<file path="config.mk">
export PLATFORM = sky130hd
export DESIGN_NAME = rfi_irq_status
export DESIGN_NICKNAME = d
export VERILOG_FILES = /design/src/hw/rfi_pkg.sv /design/src/hw/rfi_coll_count.sv /design/src/hw/rfi_irq_status.sv
export SDC_FILE = /design/constraint.sdc
export NUM_CORES = 1
export LEC_CHECK = 0
export BUFFER_PORTS_ARGS = -buffer_cell sky130_fd_sc_hd__buf_4
export CAP_MARGIN = 20
export CORE_ASPECT_RATIO = 2
export CORE_UTILIZATION = 50
export DETAILED_ROUTE_END_ITERATION = 7
export PLACE_DENSITY = 0.76
export SLEW_MARGIN = 20
export SYNTH_ARGS = -nofsm -noshare
export SYNTH_HDL_FRONTEND = slang
export SYNTH_SLANG_ARGS = --single-unit
export TNS_END_PERCENT = 30
</file>
<file path="constraint.sdc">
create_clock -name clock -period 1.8 [get_ports clock]
set_input_delay 0.18 -clock clock [delete_from_list [all_inputs] [get_ports clock]]
set_output_delay 0.18 -clock clock [all_outputs]
set_load 0.05 [all_outputs]
</file>
<file path="src/hw/rfi_pkg.sv">
// rfi_pkg: register map, field positions, reset values and types for
// the reader irq status block. assumes a 40 MHz clock, APB on 32 bits.
package rfi_pkg;
   // clock and no-response tick
   localparam int RFI_CLK_NS        = 25;
   localparam int RFI_TICK_NS       = 1000;
   localparam int RFI_TICK_CYC      = RFI_TICK_NS / RFI_CLK_NS;
   // register indices and byte addresses
   localparam logic [7:0] RFI_IDX_PROTO  = 8'h01;
   localparam logic [7:0] RFI_IDX_WAIT   = 8'h07;
   localparam logic [7:0] RFI_IDX_STATUS = 8'h0C;
   localparam logic [7:0] RFI_IDX_MASK   = 8'h0D;
   localparam logic [7:0] RFI_IDX_COLL   = 8'h10;
   localparam logic [7:0] RFI_IDX_FIFO   = 8'h14;
   localparam logic [7:0] RFI_ADR_PROTO  = 8'h04;
   localparam logic [7:0] RFI_ADR_WAIT   = 8'h1C;
   localparam logic [7:0] RFI_ADR_STATUS = 8'h30;
   localparam logic [7:0] RFI_ADR_MASK   = 8'h34;
   localparam logic [7:0] RFI_ADR_COLL   = 8'h40;
   localparam logic [7:0] RFI_ADR_FIFO   = 8'h50;
   // status bit positions
   localparam int RFI_B_TX   = 7;
   localparam int RFI_B_SRX  = 6;
   localparam int RFI_B_FIFO = 5;
   localparam int RFI_B_CRC  = 4;
   localparam int RFI_B_PAR  = 3;
   localparam int RFI_B_FRM  = 2;
   localparam int RFI_B_COL  = 1;
   localparam int RFI_B_NR   = 0;
   // protocol control fields
   localparam int         RFI_PROTO_CRC_OFF = 7;
   localparam int         RFI_PROTO_MODE_LO = 0;
   localparam logic [1:0] RFI_MODE_15693    = 2'h0;
   localparam logic [1:0] RFI_MODE_14443A   = 2'h1;
   localparam int         RFI_COLL_SEL7     = 0;
   localparam logic [2:0] RFI_COLL_THR6     = 3'h6;
   localparam logic [2:0] RFI_COLL_THR7     = 3'h7;
   // reset values
   localparam logic [7:0] RFI_RST_STATUS = 8'h00;
   localparam logic [7:0] RFI_RST_PROTO  = 8'h00;
   localparam logic [7:0] RFI_RST_WAIT   = 8'h10;
   localparam logic [7:0] RFI_RST_MASK   = 8'hFE;
   localparam logic [7:0] RFI_RST_COLL   = 8'h00;
   localparam logic [7:0] RFI_RST_FIFO   = 8'hC2;

   typedef enum logic [1:0] {
      RFI_IDLE = 2'b00,
      RFI_TX   = 2'b01,
      RFI_WAIT = 2'b11,
      RFI_RX   = 2'b10
   } rfi_phase_t;

   typedef struct packed {
      logic tx_active;
      logic rx_active;
      logic rx_sof;
      logic crc_err;
      logic parity_err;
      logic framing_err;
      logic coll_hit;
      logic bit_tick;
      logic read_done;
   } rfi_evt_t;
endpackage

</file>
<file path="src/hw/rfi_coll_count.sv">
// rfi_coll_count: counts collision hits inside one bit period and
// flags when the count passes 6 or 7. inputs are same-clock pulses.
`timescale 1ns/100ps
`default_nettype none
module rfi_coll_count
   import rfi_pkg::*;
(
   // clock and reset
   input  wire logic clock,
   input  wire logic reset_n,
   // events
   input  wire logic coll_hit,
   input  wire logic bit_tick,
   input  wire logic sel7,
   // result
   output logic      over_q
);
   logic [2:0] cnt_q;
   logic [2:0] thr;

   assign thr = sel7 ? RFI_COLL_THR7 : RFI_COLL_THR6;

   // count restarts each bit period, saturates
   always_ff @(posedge clock)
   begin
      if (!reset_n)
         cnt_q <= 3'h0;
      else if (bit_tick)
         cnt_q <= 3'h0;
      else if (coll_hit && cnt_q != 3'h7)
         cnt_q <= cnt_q + 3'h1;
   end

   // one pulse when the count first goes past 6; at threshold 7 every hit after the seventh pulses
   always_ff @(posedge clock)
   begin
      if (!reset_n)
         over_q <= 1'b0;
      else
         over_q <= coll_hit && !bit_tick && cnt_q == thr;
   end
endmodule
`default_nettype wire

</file>
<file path="src/hw/rfi_irq_status.sv">
// rfi_irq_status: event flags, phase tracking and interrupt line of the
// reader, with an APB register slave. event inputs share the clock;
// chip_enable is a pin and is synchronised.
//
// Added by the designer: the APB register port.
`timescale 1ns/100ps
`default_nettype none
// Contract
// status clears at reset, while enable is low, on protocol writes
// end of a read phase clears status and drops the line
// host read of status clears flags and drops the line
// tx flag sets at tx start, line raised only after tx ends
// rx flag sets on start of frame, line raised after rx ends
// fifo flag on crossing the programmed high or low level
// crc flag only while receive crc check is enabled
// parity flag in 14443 A receive only; the code also sets it in 14443 A while idle or in response wait
// framing or end-of-frame error flag
// collision flag when hits in one bit pass 6 or 7
// no-response flag after wait time, 15693 only
// during transmit only fifo and tx flags change
// during receive only rx flag changes, line held off
// flags accumulate, line stays until cleared; the code also drops the line at each tx or rx start
module rfi_irq_status
   import rfi_pkg::*;
#(
   parameter int NORESP_TICK_CYC = RFI_TICK_CYC
)
(
   // clock and reset
   input  wire logic       clock,
   input  wire logic       reset_n,
   // apb slave
   input  wire logic       psel,
   input  wire logic       penable,
   input  wire logic       pwrite,
   input  wire logic [7:0] paddr,
   input  wire logic [31:0] pwdata,
   output logic [31:0]     prdata,
   output logic            pready,
   output logic            pslverr,
   // chip enable pin
   input  wire logic       chip_enable,
   // link events
   input  wire rfi_evt_t   evt,
   input  wire logic [6:0] fifo_level,
   // interrupt line
   output logic            irq_q
);
   logic        en_meta_q, en_sync_q;
   logic [7:0]  status_q, status_d, proto_q, wait_q, mask_q;
   logic [7:0]  coll_cfg_q, fifo_cfg_q, rd_q, rd_d, deferred_q;
   logic [7:0]  set_now, keep, unit_q;
   logic [15:0] tick_q, tick_last;
   logic        arm_q, arm_d, above_q, below_q, coll_over;
   rfi_phase_t  phase_q;
   logic        acc, hit, wr_proto, rd_status, wr_status, clr_all, clr_any;
   logic        busy, tx_start, tx_end, rx_start, rx_end, timeout;
   logic        fifo_cross, crc_ev, par_ev, col_ev;
   logic [1:0]  mode;
   logic [6:0]  hi_thr, lo_thr;

   // enable pin synchroniser
   always_ff @(posedge clock)
   begin
      if (!reset_n)
      begin
         en_meta_q <= 1'b0;
         en_sync_q <= 1'b0;
      end
      else
      begin
         en_meta_q <= chip_enable;
         en_sync_q <= en_meta_q;
      end
   end

   // apb decode, zero wait states
   assign acc       = psel && penable;
   assign hit       = paddr == RFI_ADR_PROTO || paddr == RFI_ADR_WAIT ||
                      paddr == RFI_ADR_STATUS || paddr == RFI_ADR_MASK ||
                      paddr == RFI_ADR_COLL || paddr == RFI_ADR_FIFO;
   assign pready    = 1'b1;
   assign pslverr   = acc && !hit;
   assign prdata    = {24'h00_0000, rd_q};
   assign wr_proto  = acc && pwrite && paddr == RFI_ADR_PROTO;
   assign wr_status = acc && pwrite && paddr == RFI_ADR_STATUS;
   assign rd_status = acc && !pwrite && paddr == RFI_ADR_STATUS;

   always_comb
   begin
      rd_d = 8'h00;
      unique case (paddr)
         RFI_ADR_PROTO:  rd_d = proto_q;
         RFI_ADR_WAIT:   rd_d = wait_q;
         RFI_ADR_STATUS: rd_d = status_q;
         RFI_ADR_MASK:   rd_d = mask_q;
         RFI_ADR_COLL:   rd_d = coll_cfg_q;
         RFI_ADR_FIFO:   rd_d = fifo_cfg_q;
         default:        rd_d = 8'h00;
      endcase
   end

   // read data captured in the setup cycle
   always_ff @(posedge clock)
   begin
      if (!reset_n)
         rd_q <= 8'h00;
      else if (psel && !penable && !pwrite)
         rd_q <= rd_d;
   end

   // control registers
   always_ff @(posedge clock)
   begin
      if (!reset_n)
      begin
         proto_q    <= RFI_RST_PROTO;
         wait_q     <= RFI_RST_WAIT;
         mask_q     <= RFI_RST_MASK;
         coll_cfg_q <= RFI_RST_COLL;
         fifo_cfg_q <= RFI_RST_FIFO;
      end
      else if (acc && pwrite)
      begin
         if (paddr == RFI_ADR_PROTO)
            proto_q <= pwdata[7:0];
         if (paddr == RFI_ADR_WAIT)
            wait_q <= pwdata[7:0];
         if (paddr == RFI_ADR_MASK)
            mask_q <= pwdata[7:0];
         if (paddr == RFI_ADR_COLL)
            coll_cfg_q <= pwdata[7:0];
         if (paddr == RFI_ADR_FIFO)
            fifo_cfg_q <= pwdata[7:0];
      end
   end

   assign mode = proto_q[RFI_PROTO_MODE_LO +: 2];

   // phase tracking: idle, transmit, response wait, receive
   assign busy     = phase_q == RFI_TX || phase_q == RFI_RX;
   assign tx_start = !busy && evt.tx_active;
   assign tx_end   = phase_q == RFI_TX && !evt.tx_active;
   assign rx_start = !busy && !evt.tx_active && evt.rx_sof;
   assign rx_end   = phase_q == RFI_RX && !evt.rx_active;

   always_ff @(posedge clock)
   begin
      if (!reset_n || !en_sync_q)
         phase_q <= RFI_IDLE;
      else
      begin
         unique case (phase_q)
            RFI_IDLE:
               if (tx_start)
                  phase_q <= RFI_TX;
               else if (rx_start)
                  phase_q <= RFI_RX;
            RFI_TX:
               if (tx_end)
                  phase_q <= RFI_WAIT;
            RFI_WAIT:
               if (tx_start)
                  phase_q <= RFI_TX;
               else if (rx_start)
                  phase_q <= RFI_RX;
               else if (timeout)
                  phase_q <= RFI_IDLE;
            RFI_RX:
               if (rx_end)
                  phase_q <= RFI_IDLE;
         endcase
      end
   end

   // no-response timer, counted in ticks while waiting
   assign tick_last = 16'(NORESP_TICK_CYC - 1);
   assign timeout   = phase_q == RFI_WAIT && unit_q == wait_q;

   always_ff @(posedge clock)
   begin
      if (!reset_n || phase_q != RFI_WAIT)
      begin
         tick_q <= 16'h0000;
         unit_q <= 8'h00;
      end
      else if (tick_q == tick_last)
      begin
         tick_q <= 16'h0000;
         unit_q <= unit_q + 8'h01;
      end
      else
         tick_q <= tick_q + 16'h0001;
   end

   // fifo level crossings
   assign hi_thr     = {fifo_cfg_q[7:4], 3'b000};
   assign lo_thr     = {fifo_cfg_q[3:0], 3'b000};
   assign fifo_cross = (fifo_level >= hi_thr && !above_q) ||
                       (fifo_level <= lo_thr && !below_q);

   always_ff @(posedge clock)
   begin
      if (!reset_n)
      begin
         above_q <= 1'b0;
         below_q <= 1'b1;
      end
      else
      begin
         above_q <= fifo_level >= hi_thr;
         below_q <= fifo_level <= lo_thr;
      end
   end

   rfi_coll_count u_coll (
      .clock    (clock),
      .reset_n  (reset_n),
      .coll_hit (evt.coll_hit),
      .bit_tick (evt.bit_tick),
      .sel7     (coll_cfg_q[RFI_COLL_SEL7]),
      .over_q   (coll_over)
   );

   // decoder events, qualified by protocol
   assign crc_ev = evt.crc_err && !proto_q[RFI_PROTO_CRC_OFF];
   assign par_ev = evt.parity_err && mode == RFI_MODE_14443A;
   assign col_ev = coll_over &&
                   (mode == RFI_MODE_14443A || mode == RFI_MODE_15693);

   // errors seen during receive wait for the end of the phase
   always_ff @(posedge clock)
   begin
      if (!reset_n || !en_sync_q || rx_end || phase_q != RFI_RX)
         deferred_q <= 8'h00;
      else
         deferred_q <= deferred_q |
                       {3'b000, crc_ev, par_ev, evt.framing_err, col_ev, 1'b0};
   end

   // flag sets; decoder disabled while transmitting
   always_comb
   begin
      set_now = 8'h00;
      set_now[RFI_B_TX]  = tx_start;
      set_now[RFI_B_SRX] = rx_start;
      set_now[RFI_B_FIFO] = fifo_cross && phase_q != RFI_RX;
      if (!busy && !evt.tx_active)
      begin
         set_now[RFI_B_CRC] = crc_ev;
         set_now[RFI_B_PAR] = par_ev;
         set_now[RFI_B_FRM] = evt.framing_err;
         set_now[RFI_B_COL] = col_ev;
      end
      if (rx_end)
         set_now = set_now | deferred_q;
      set_now[RFI_B_NR] = timeout && mode == RFI_MODE_15693;
   end

   // clears: whole register, read-back bits, or written ones
   assign clr_all = !en_sync_q || wr_proto || evt.read_done;
   assign clr_any = clr_all || rd_status || wr_status;

   always_comb
   begin
      keep = 8'hFF;
      if (clr_all)
         keep = 8'h00;
      else if (rd_status)
         keep = ~rd_q;
      else if (wr_status)
         keep = ~pwdata[7:0];
      status_d = (status_q & keep) | set_now;
      if (!en_sync_q)
         status_d = RFI_RST_STATUS;
   end

   always_ff @(posedge clock)
   begin
      if (!reset_n)
         status_q <= RFI_RST_STATUS;
      else
         status_q <= status_d;
   end

   // line armed at the end of a phase or by an idle-time event
   always_comb
   begin
      arm_d = arm_q;
      if (clr_any || tx_start || rx_start)
         arm_d = 1'b0;
      if (tx_end || rx_end || (!busy && !tx_start && !rx_start && |set_now[5:0]))
         arm_d = 1'b1;
      if (!en_sync_q)
         arm_d = 1'b0;
   end

   always_ff @(posedge clock)
   begin
      if (!reset_n)
      begin
         arm_q <= 1'b0;
         irq_q <= 1'b0;
      end
      else
      begin
         arm_q <= arm_d;
         irq_q <= arm_d && |(status_d & mask_q);
      end
   end
endmodule
`default_nettype wire

</file>
## After elaboration in Yosys (flattened, before gate mapping)

Index checks and enable logic that the tools add are counted.

- Add/subtract/negate cells: 3
- $lt $le $gt $ge: 2
- Equal/unequal tests: 20
- Muxes and demuxes: 19
- Bitwise operators: 8
- Reductions and logical operators: 75

Operators by type and width:

| cell | number |
|---|---|
| $pmux 8 s6 | 1 |
| $mux 8 | 5 |
| $logic_and 1x1->1 | 29 |
| $logic_or 1x1->1 | 20 |
| $add 16x1->16 const B | 1 |
| $and 8x8->8 | 2 |
| $eq 16x6->1 const B | 1 |
| $eq 8x6->1 const B | 2 |
| $eq 8x7->1 const B | 2 |
| $not 8->8 | 2 |
| $or 8x8->8 | 2 |
| $logic_not 1->1 | 14 |
| $mux 2 | 7 |
| $reduce_and 2->1 | 5 |
| $add 8x1->8 const B | 1 |
| $eq 8x3->1 const B | 1 |
| $eq 8x5->1 const B | 1 |
| $eq 8x8->1 | 1 |
| $ne 2x2->1 const B | 4 |
| $or 8x5->8 | 1 |
| $pmux 2 s4 | 1 |
| $reduce_or 8->1 | 1 |
| $ge 7x7->1 | 1 |
| $le 7x7->1 | 1 |
| other kinds (13) | 21 |

- Flip-flop bits (word level): 100
- Bits of input ports: 62
- Output and inout bits: 35

## Longest topological paths before layout

Gate-level depths: netlist of run 1.

- Word-level depth: 13
- Gate-level depth with buffers: 9
- Gate-level depth less buffers: 9

## Hierarchy

From an unflattened synthesis of run 1, not the netlist that was laid out.

- Cell total of the unflattened synthesis: 591
- Area total of the unflattened synthesis: 4904.7 µm²

By module, submodules not included:

| module | instances | cells each | area each (µm²) |
|---|---|---|---|
| rfi_irq_status | 1 | 574 | 4720.8 |
| rfi_coll_count | 1 | 17 | 183.9 |

## Worst setup path before layout of run 1

OpenSTA, ideal clock, no wires.

- Path type: input port to output port
- Start: input port paddr[4]
- End: output port pslverr
- Arrival time: 2.728 ns
- Required time: 1.620 ns
- Slack: -1.108 ns
- Stages on the path: 5
- Path buffers: 1
- Cells stage by stage: nor4b_1 > and4_1 > clkbuf_1 > or4_1 > nor4_1

- Cells in the longest elaborated chain, start to end: 8

RTL lines:

| element | line | RTL |
|---|---|---|
| start, declared | rfi_irq_status.sv:36 | `input wire logic [7:0] paddr,` |
| $eq 8x3->1 or $eq 8x5->1 (tied branches) | rfi_irq_status.sv:79 | `assign hit = paddr == RFI_ADR_PROTO \|\| paddr == RFI_ADR_WAIT \|\|` |
| $logic_or 1x1->1 (2 in series) | rfi_irq_status.sv:79 |  |
| $logic_or 1x1->1 (2 in series) | rfi_irq_status.sv:80 | `paddr == RFI_ADR_STATUS \|\| paddr == RFI_ADR_MASK \|\|` |
| $logic_or 1x1->1 (*) | rfi_irq_status.sv:81 | `paddr == RFI_ADR_COLL \|\| paddr == RFI_ADR_FIFO;` |
| $logic_not 1->1 (*) | rfi_irq_status.sv:83 | `assign pslverr = acc && !hit;` |
| $logic_and 1x1->1 (*) | rfi_irq_status.sv:83 |  |
| end, declared | rfi_irq_status.sv:40 | `output logic pslverr,` |

Every way passes the cells marked *; elsewhere a longest branch is shown, timed or not.

## Worst setup path after layout of run 1

- Start: register phase_q[1]
- End: register irq_q

- Cells in the longest elaborated chain, start to end: 13

RTL lines:

| element | line | RTL |
|---|---|---|
| start, declared | rfi_irq_status.sv:55 | `rfi_phase_t phase_q;` |
| start signal, assigned | rfi_irq_status.sv:150 | `phase_q <= RFI_IDLE;` |
| start signal, assigned | rfi_irq_status.sv:156 | `phase_q <= RFI_TX;` |
| start signal, assigned | rfi_irq_status.sv:158 | `phase_q <= RFI_RX;` |
| $eq 2x1->1 or $eq 2x2->1 (tied branches) | rfi_irq_status.sv:141, rfi_irq_status.sv:143, rfi_irq_status.sv:145 |  |
| $logic_or 1x1->1 | rfi_irq_status.sv:141 | `assign busy = phase_q == RFI_TX \|\| phase_q == RFI_RX;` |
| $logic_not 1->1 | n/a |  |
| $logic_and 1x1->1 | rfi_irq_status.sv:144, rfi_irq_status.sv:248 |  |
| $mux 4 | rfi_irq_status.sv:248 | `if (!busy && !evt.tx_active)` |
| $or 8x8->8 | rfi_irq_status.sv:256 | `set_now = set_now \| deferred_q;` |
| $mux 8 | rfi_irq_status.sv:255 | `if (rx_end)` |
| $reduce_or 6->1 | rfi_irq_status.sv:292 | `if (tx_end \|\| rx_end \|\| (!busy && !tx_start && !rx_start && \|set_now[5:0]))` |
| $logic_and 1x1->1 | rfi_irq_status.sv:292 |  |
| $logic_or 1x1->1 | rfi_irq_status.sv:292 |  |
| $mux 1 | rfi_irq_status.sv:292 |  |
| $mux 1 | rfi_irq_status.sv:294 | `if (!en_sync_q)` |
| $logic_and 1x1->1 (*) | rfi_irq_status.sv:308 | `irq_q <= arm_d && \|(status_d & mask_q);` |
| end signal, assigned | rfi_irq_status.sv:308 |  |
| end, declared | rfi_irq_status.sv:47 | `output logic irq_q` |

Marked as above.
A chain may end at the register's enable or synchronous reset.

==> results.md, run 1 <==
* Crit Path Class: reg2reg
* Pint at ~3.3 mW
* # Max-Cap Violations at 0
* # fillers at 771
* Share of layout cells above drive strength 1 at 0.2404
* Pin count of the biggest net entering global routing at between 40 and 50
* Yosys cell types at 53
* Area growth syn-to-layout at 26.52%
* DP HPWL at between 10000 and 15000 um
* WHS Endpoint: en_meta_q
* Initial DRC Count at 285
* RR Startpoint: phase_q[1]
* Reg power frac at 0.487
* Post-synth ARST share at 0
* Die X at 72.02 um
* Slew HR at 0.6026
* I/O Pins at 97
* Yosys warnings at 0
* Clock Latency Late Sink at ~340 ps
* Top cell type by total area after synthesis: dfxtp_1
* # DRC at 0
* Total net switching power at roughly 1.1 mW
* Ant. Diodes at 0
* Critical path required time at between 2000 and 2500 ps
* Share of the synthesized area in the top cell type at 0.3920
* Worst-path clk slew at around 60 ps
* CTS tree: built
* Overall Global Routing Usage at 0.2750
* Final Max Slew Viols at 0
* Vias per inst at ~5.6
* CTS Buf Count at 9
* CTS H-Tree Depth at 3
* DR vias at between 4000 and 5000
* Clock skew at around 7.9 ps
* Worst-Margin Slew at 596.1 ps
* Status: finished with violations
* Clk sinks at 96
* Final setup fails at 3
* RSZ-0062 raised after global routing: yes
* LEAKAGE at 2.544 nW
* Flop-to-flop setup slack at -150 ps
* Max FO, Critical Path at 5
* Hold Violations, Final at 0
* Pre-CTS WS at -465.7 ps
* Footprint of the multi-input gates at about 2800 um2
* First-pass GRT wire length at approximately 21000 um
* Leading cell type in the layout, fill and taps excluded: buf_4
* Arrival time of the worst setup path at 2180 ps
* Final WS setup at -152.5 ps
* Syn Inst Count at 597
* Switching share of power at 0.2571
* Worst hold-check path type: in2reg
* Initial antenna violation count at 0
* CP Launch Type: register
* Syn Std Cell Area at between 4000 and 5000 um2
* Row count at 50
* Post-Route WL at 13820 um
* Grt ovf at 0
* Main synth FF type: dfxtp_1
* Worst ir drop on vdd at 0.0006225 V
* Tmin final at approximately 2000 ps
* Worst hold path depth at 2
* Critical Path End Type: register
* Area contributors post-synth: dfxtp_1 (39%), nand3_1 (6.4%), nand2_1 (6.4%)
* CTS Hold Bufs at 0
* Clock share of power at 0.399
* Die H at 142.0 um
* WL/cell at 16.59 um
* Vias in the first global route at 4434
* Core area at about 9400 um2
* CTS Root Cell: clkbuf_16
* Gpl congestion at between 0.9 and 1
* Clock buffer depth at 2
* #FFs+latches synth at between 90 and 100
* DRT antenna net count at 0
* Combinational group share of total power at 0.114
* Port-buffer cells at 47
* Fmax achieved at just over 0.5 GHz
* Most frequent cells in the layout: buf_4 (117), dfxtp_1 (93), nand2_1 (84)
* Initial core utilization at 0.5189
* Register area at 1928 um2
* Pwr/cell area at 714.5 nW/um2
* Number of synthesized flops with an enable pin at 0
* Power Total at 4.432 mW
* Final period util at 1.085
* Final Net Count at 777
* FF-to-FF End: irq_q
* Reg2reg path depth at 9
* Post-synthesis sequential area ratio at 0.3920
* Area of the die at around 10000 um2
* Syn avg cell area at 8.211 um2
* Min-delay src: chip_enable
* First-pass detailed-route iteration total at 6
* Failing checks: negative setup slack
[cell usage after synthesis, drive strengths merged, types with 2 or more instances]
cell type,n
a211oi,4
a21boi,30
a21oi,17
a222oi,8
a22o,5
a22oi,10
a31oi,2
a41o,3
a41oi,2
and2,5
and3,19
and3b,3
and4,4
buf,33
clkbuf,20
conb,2
dfxtp,96
ha,17
inv,21
mux2i,2
nand2,84
nand3,63
nand4,7
nor2,53
nor2b,10
nor4,9
nor4b,3
o21a,2
o21ai,16
o32ai,2
o41ai,2
or3,3
xnor2,9
xor2,20
[per-layer routing]
layer | vias up | GRT usage | part of all wire
li1 | 2248 | - | -
met1 | 2209 | 0.2771 | 0.36
met2 | 155 | 0.5104 | 0.54
met3 | 44 | 0.03754 | 0.042
met4 | 0 | 0.1806 | 0.055
met5 | - | 0 | 0
[worst max path at each step]
stage | startpoint | end | cells past startpoint
3_5_place_dp | phase_q[0] | irq_q | 9
2_1_floorplan | paddr[4] | pslverr | 5
5_1_grt | phase_q[1] | irq_q | 9
4_1_cts | phase_q[1] | irq_q | 9
3_3_place_gp | phase_q[0] | irq_q | 9
6_report | phase_q[1] | irq_q | 9
[power groups by stage]
stage / clock [mW] / sequential [mW] / combinational, mW
6_report: 1.77 / 2.16 / 0.505
5_1_grt: 1.88 / 2.16 / 0.534
4_1_cts: 1.80 / 2.16 / 0.492
3_5_place_dp: 0 / 2.21 / 0.480
3_3_place_gp: 0 / 2.21 / 0.473
2_1_floorplan: 0 / 2.23 / 0.300
[critical path, stage by stage, from the launching register on]
cell	delay, ps
dfxtp_4	380
inv_4	50
ha_4	270
nor2_4	40
a22o_1	200
nor4_2	310
o21ai_1	140
a211oi_2	210
o32ai_2	110
o31a_1	120
[metrics by stage]
step	TNS [ps]	cell area, um2	cells	utilization	hold slack (ps)
2_1_floorplan	-302.4	5032	620	-	300.7
3_3_place_gp	-1884	5777	816	0.6115	395.2
3_5_place_dp	-1750	5777	816	0.6115	401.4
4_1_cts	-406.4	6135	833	0.6494	50.30
5_1_grt	-572.8	6202	833	0.6566	58.65
6_report	-218.2	6202	833	0.6566	54.75
[cell type report]
cell class,instances,area share
clock inverters,4,0.004842
well taps,130,0.02623
inverters,21,0.01311
clock buffers,12,0.03974
multi-input cells,450,0.4567
flip-flops and latches,96,0.3109
repair buffers,120,0.1485
[what timing repair did]
item,CTS,global route
setup endpoints to repair,4,11
gates resized for setup,20,16
pin swaps,11,8
setup buffers,1,0
[cell families (layout without fill, tap and decap cells)]
kind of cell | count (synthesis) | after routing | share of synthesized area
and+or+nand+nor | 268 | 268 | 0.2685
AOI/OAI and AO/OA | 109 | 109 | 0.1600
DFF | 96 | 96 | 0.3920
buffers and inverters | 74 | 157 | 0.07861
xor gates and xnor gates | 29 | 29 | 0.05181
adders and majority gates | 17 | 17 | 0.04339
other | 2 | 25 | 0.001532
muxes | 2 | 2 | 0.004084
[sequential cells by signal, summed over array words and instances, names as in the netlist]
signal and flops:
tick_q 16, coll_cfg_q 8, fifo_cfg_q 8, mask_q 8, proto_q 8, rd_q 8, status_q 8, unit_q 8
wait_q 8, deferred_q 4, u_coll.cnt_q 3, phase_q 2, above_q 1, arm_q 1, below_q 1, en_meta_q 1
en_sync_q 1, irq_q 1, u_coll.over_q 1
Power figures use the tool's default switching activity.
==> run 2, diff against run 1 <==
- ABC_AREA: not set -> 1
==> results.md, run 2 <==
* Syn avg cell area at 6.977 um2 (was 8.211 um2)
* Tmin final at 1792 ps (was 1953 ps)
* Hold Violations, Final at 0 (unchanged)
* FF-to-FF End: irq_q (unchanged)
* Vias in the first global route at 4993 (was 4434)
* Syn Std Cell Area at 5149 um2 (was 4902 um2)
* Final period util at 0.9958 (was 1.085)
* Yosys warnings at 0 (unchanged)
* Core area at 10080 um2 (was 9447 um2)
* First-pass GRT wire length at 23110 um (was 21440 um)
* Min-delay src: chip_enable (unchanged)
* #FFs+latches synth at 96 (unchanged)
* Die H at 145.5 um (was 142.0 um)
* CTS H-Tree Depth at 3 (unchanged)
* Port-buffer cells at 47 (unchanged)
* Post-synth ARST share at 0 (unchanged)
* Clock Latency Late Sink at 340 ps (about the same)
* Arrival time of the worst setup path at 2030 ps (was 2180 ps)
* Crit Path Class: reg2reg (unchanged)
* Reg2reg path depth at 12 (was 9)
* CTS Hold Bufs at 0 (unchanged)
* Main synth FF type: dfxtp_1 (unchanged)
* Cell area after layout at 6225 um2 (was 6202 um2)
* Most frequent cells in the layout: nand2_1 (133), inv_1 (99), dfxtp_1 (89) (was buf_4 (117), dfxtp_1 (93), nand2_1 (84))
* Worst-path clk slew at 70 ps (was 60 ps)
* Flop-to-flop setup slack at 8 ps (was -150 ps)
* Die X at 73.76 um (was 72.02 um)
* Fmax achieved at 0.5579 GHz (was 0.5122 GHz)
* Status: completed (was finished with violations)
* WL/cell at 15.81 um (was 16.59 um)
* CTS tree: built (unchanged)
* Post-layout util at 0.6172 (was 0.6566)
* Most frequent cell after synthesis: nand2_1 (was dfxtp_1)
* Overall Global Routing Usage at 0.2853 (was 0.2750)
* Largest register FFs at 16 (unchanged)
* Yosys cell types at 42 (was 53)
* Clk sinks at 96 (unchanged)
* Initial antenna violation count at 0 (unchanged)
* Final Max Slew Viols at 0 (unchanged)
* DP HPWL at 11870 um (was 10560 um)
* Clock skew at 8.855 ps (was 7.933 ps)
* Pin count of the biggest net entering global routing at 40 (was 44)
* Clock buffer depth at 2 (unchanged)
* Area contributors post-synth: dfxtp_1 (37%), nand2_1 (10%), inv_1 (7.7%) (was dfxtp_1 (39%), nand3_1 (6.4%), nand2_1 (6.4%))
* Number of synthesized flops with an enable pin at 0 (unchanged)
* Final WS setup at 7.595 ps (was -152.5 ps)
* DRT antenna net count at 0 (unchanged)
* Worst-Margin Slew at 559.5 ps (was 596.1 ps)
* Worst hold path depth at 3 (was 2)
* Final setup fails at 0 (was 3)
* Biggest register: tick_q (unchanged)
* CTS Buf Count at 9 (unchanged)
* Slew HR at 0.6270 (was 0.6026)
* Share of layout cells above drive strength 1 at 0.1909 (was 0.2404)
* CTS Root Cell: clkbuf_16 (unchanged)
* Max FO, Critical Path at 4 (was 5)
* First-pass detailed-route iteration total at 5 (was 6)
* Smallest hold slack at 20.57 ps (was 54.75 ps)
* Final Net Count at 891 (was 777)
* Share of the synthesized area in the top cell type at 0.3733 (was 0.3920)
* Row count at 52 (was 50)
* Most instantiated cells after synthesis: nand2_1 (137), inv_1 (106), dfxtp_1 (96) (was dfxtp_1 (96), nand2_1 (84), nand3_1 (63))
* Fin Setup TNS at 0 ps (was -218.2 ps)
* Initial core utilization at 0.5105 (was 0.5189)
* Area growth syn-to-layout at 20.90% (was 26.52%)
* RR Startpoint: phase_q[0] (was phase_q[1])
* Worst hold-check path type: in2reg (unchanged)
* Syn Inst Count at 738 (was 597)
* Placed Area at 5777 um2 (unchanged)
* LEAKAGE at 2.764 nW (was 2.544 nW)
* # Max-Cap Violations at 0 (unchanged)
* Post-synthesis sequential area ratio at 0.3733 (was 0.3920)
* Ant. Diodes at 0 (unchanged)
* # DRC at 0 (unchanged)
* Leading cell type in the layout, fill and taps excluded: nand2_1 (was buf_4)
* DR vias at 5117 (was 4656)
* RSZ-0062 raised after global routing: yes (unchanged)
* WHS Endpoint: en_meta_q (unchanged)
* Critical path required time at 2040 ps (was 2030 ps)
* Initial DRC Count at 360 (was 285)
* Gpl congestion at 0.9423 (was 0.9307)
* I/O Pins at 97 (unchanged)
* Worst ir drop on vdd at 0.0005656 V (was 0.0006225 V)
* Grt ovf at 0 (unchanged)
* Pwr/cell area at 742.6 nW/um2 (was 714.5 nW/um2)
* Pre-CTS WS at -64.40 ps (was -465.7 ps)
* CP Launch Type: register (unchanged)
* Post-Route WL at 15050 um (was 13820 um)
* Area of the die at 10730 um2 (was 10230 um2)
* Vias per inst at 5.375 (was 5.589)
* Top cell type by total area after synthesis: dfxtp_1 (unchanged)
* Critical Path End Type: register (unchanged)
## run 2: cell count changes after synthesis, sizes merged, moves of 8 or more
cell    change
nand2      +57
nor2       +40
xor2       -15
nand3      -21
a222oi      -8
clkbuf     -13
inv        +91
nor3       +11
and3       -19
o21ai      +44
a21boi     -30
a22oi       -9
a21oi      +33
nor2b      -10
## run 2: timing repair
item,CTS,global route
buffers inserted,0,2
resized for setup,6,30
gates cloned,0,0
pin swaps,2,13
setup endpoints to repair,2,7
## run 2: report_power, final
part           total, mW  switching, mW  internal [mW]
logic              0.500          0.347          0.153
registers           2.16         0.0142           2.14
clock network       1.97          0.809           1.16
total               4.62           1.17           3.45
## run 2: how the worst max path moves through the flow
stage | startpoint | to | depth (start not counted)
after global placement | phase_q[0] | irq_q | 14
final | phase_q[0] | irq_q | 12
after CTS | phase_q[0] | irq_q | 13
after global routing | phase_q[0] | irq_q | 12
after floorplan | paddr[3] | pslverr | 6
after detailed placement | phase_q[0] | irq_q | 14
## run 2: kinds of logic after synthesis
logic type / Yosys count / synth area share
buffers and inverters: 155 / 0.1337
and+or+nand+nor: 319 / 0.2819
other: 2 / 0.001459
DFF: 96 / 0.3733
adders and majority gates: 17 / 0.04131
AOI/OAI and AO/OA: 139 / 0.1514
xor gates and xnor gates: 10 / 0.01701
## run 2: cell type report
cell class / count / area (um2)
Inverter: 115 / 431.7
Timing Repair Buffer: 80 / 638.1
Fill cell: 934 / 3860
Clock buffer: 12 / 256.5
Multi-Input combinational cell: 510 / 2748
Clock inverter: 4 / 51.30
Sequential cell: 96 / 1931
Tap cell: 135 / 168.9
## run 2: stage by stage
step           instances  total power [mW]
6_report             952             4.622
4_1_cts              950             4.631
3_3_place_gp         934             2.668
2_1_floorplan        761             2.541
3_5_place_dp         934             2.678
5_1_grt              952             4.755
## run 2: critical path, stage by stage, from the launching register on
cell	delay, ps
dfxtp_2	340
inv_2	70
ha_4	280
nor2_4	40
buf_4	130
nand2_1	110
o21ai_1	100
nand2_1	190
nand2_1	90
nor2_1	150
nand3_1	90
nand2_1	70
inv_1	30
## run 2: per-layer routing
| layer | GRT usage | vias to the layer above | part of all wire |
|---|---|---|---|
| met5 | 0 | - | 0 |
| met4 | 0.2077 | 0 | 0.069 |
| met3 | 0.02562 | 56 | 0.033 |
| met2 | 0.5422 | 168 | 0.56 |
| met1 | 0.2644 | 2390 | 0.34 |
| li1 | - | 2503 | - |
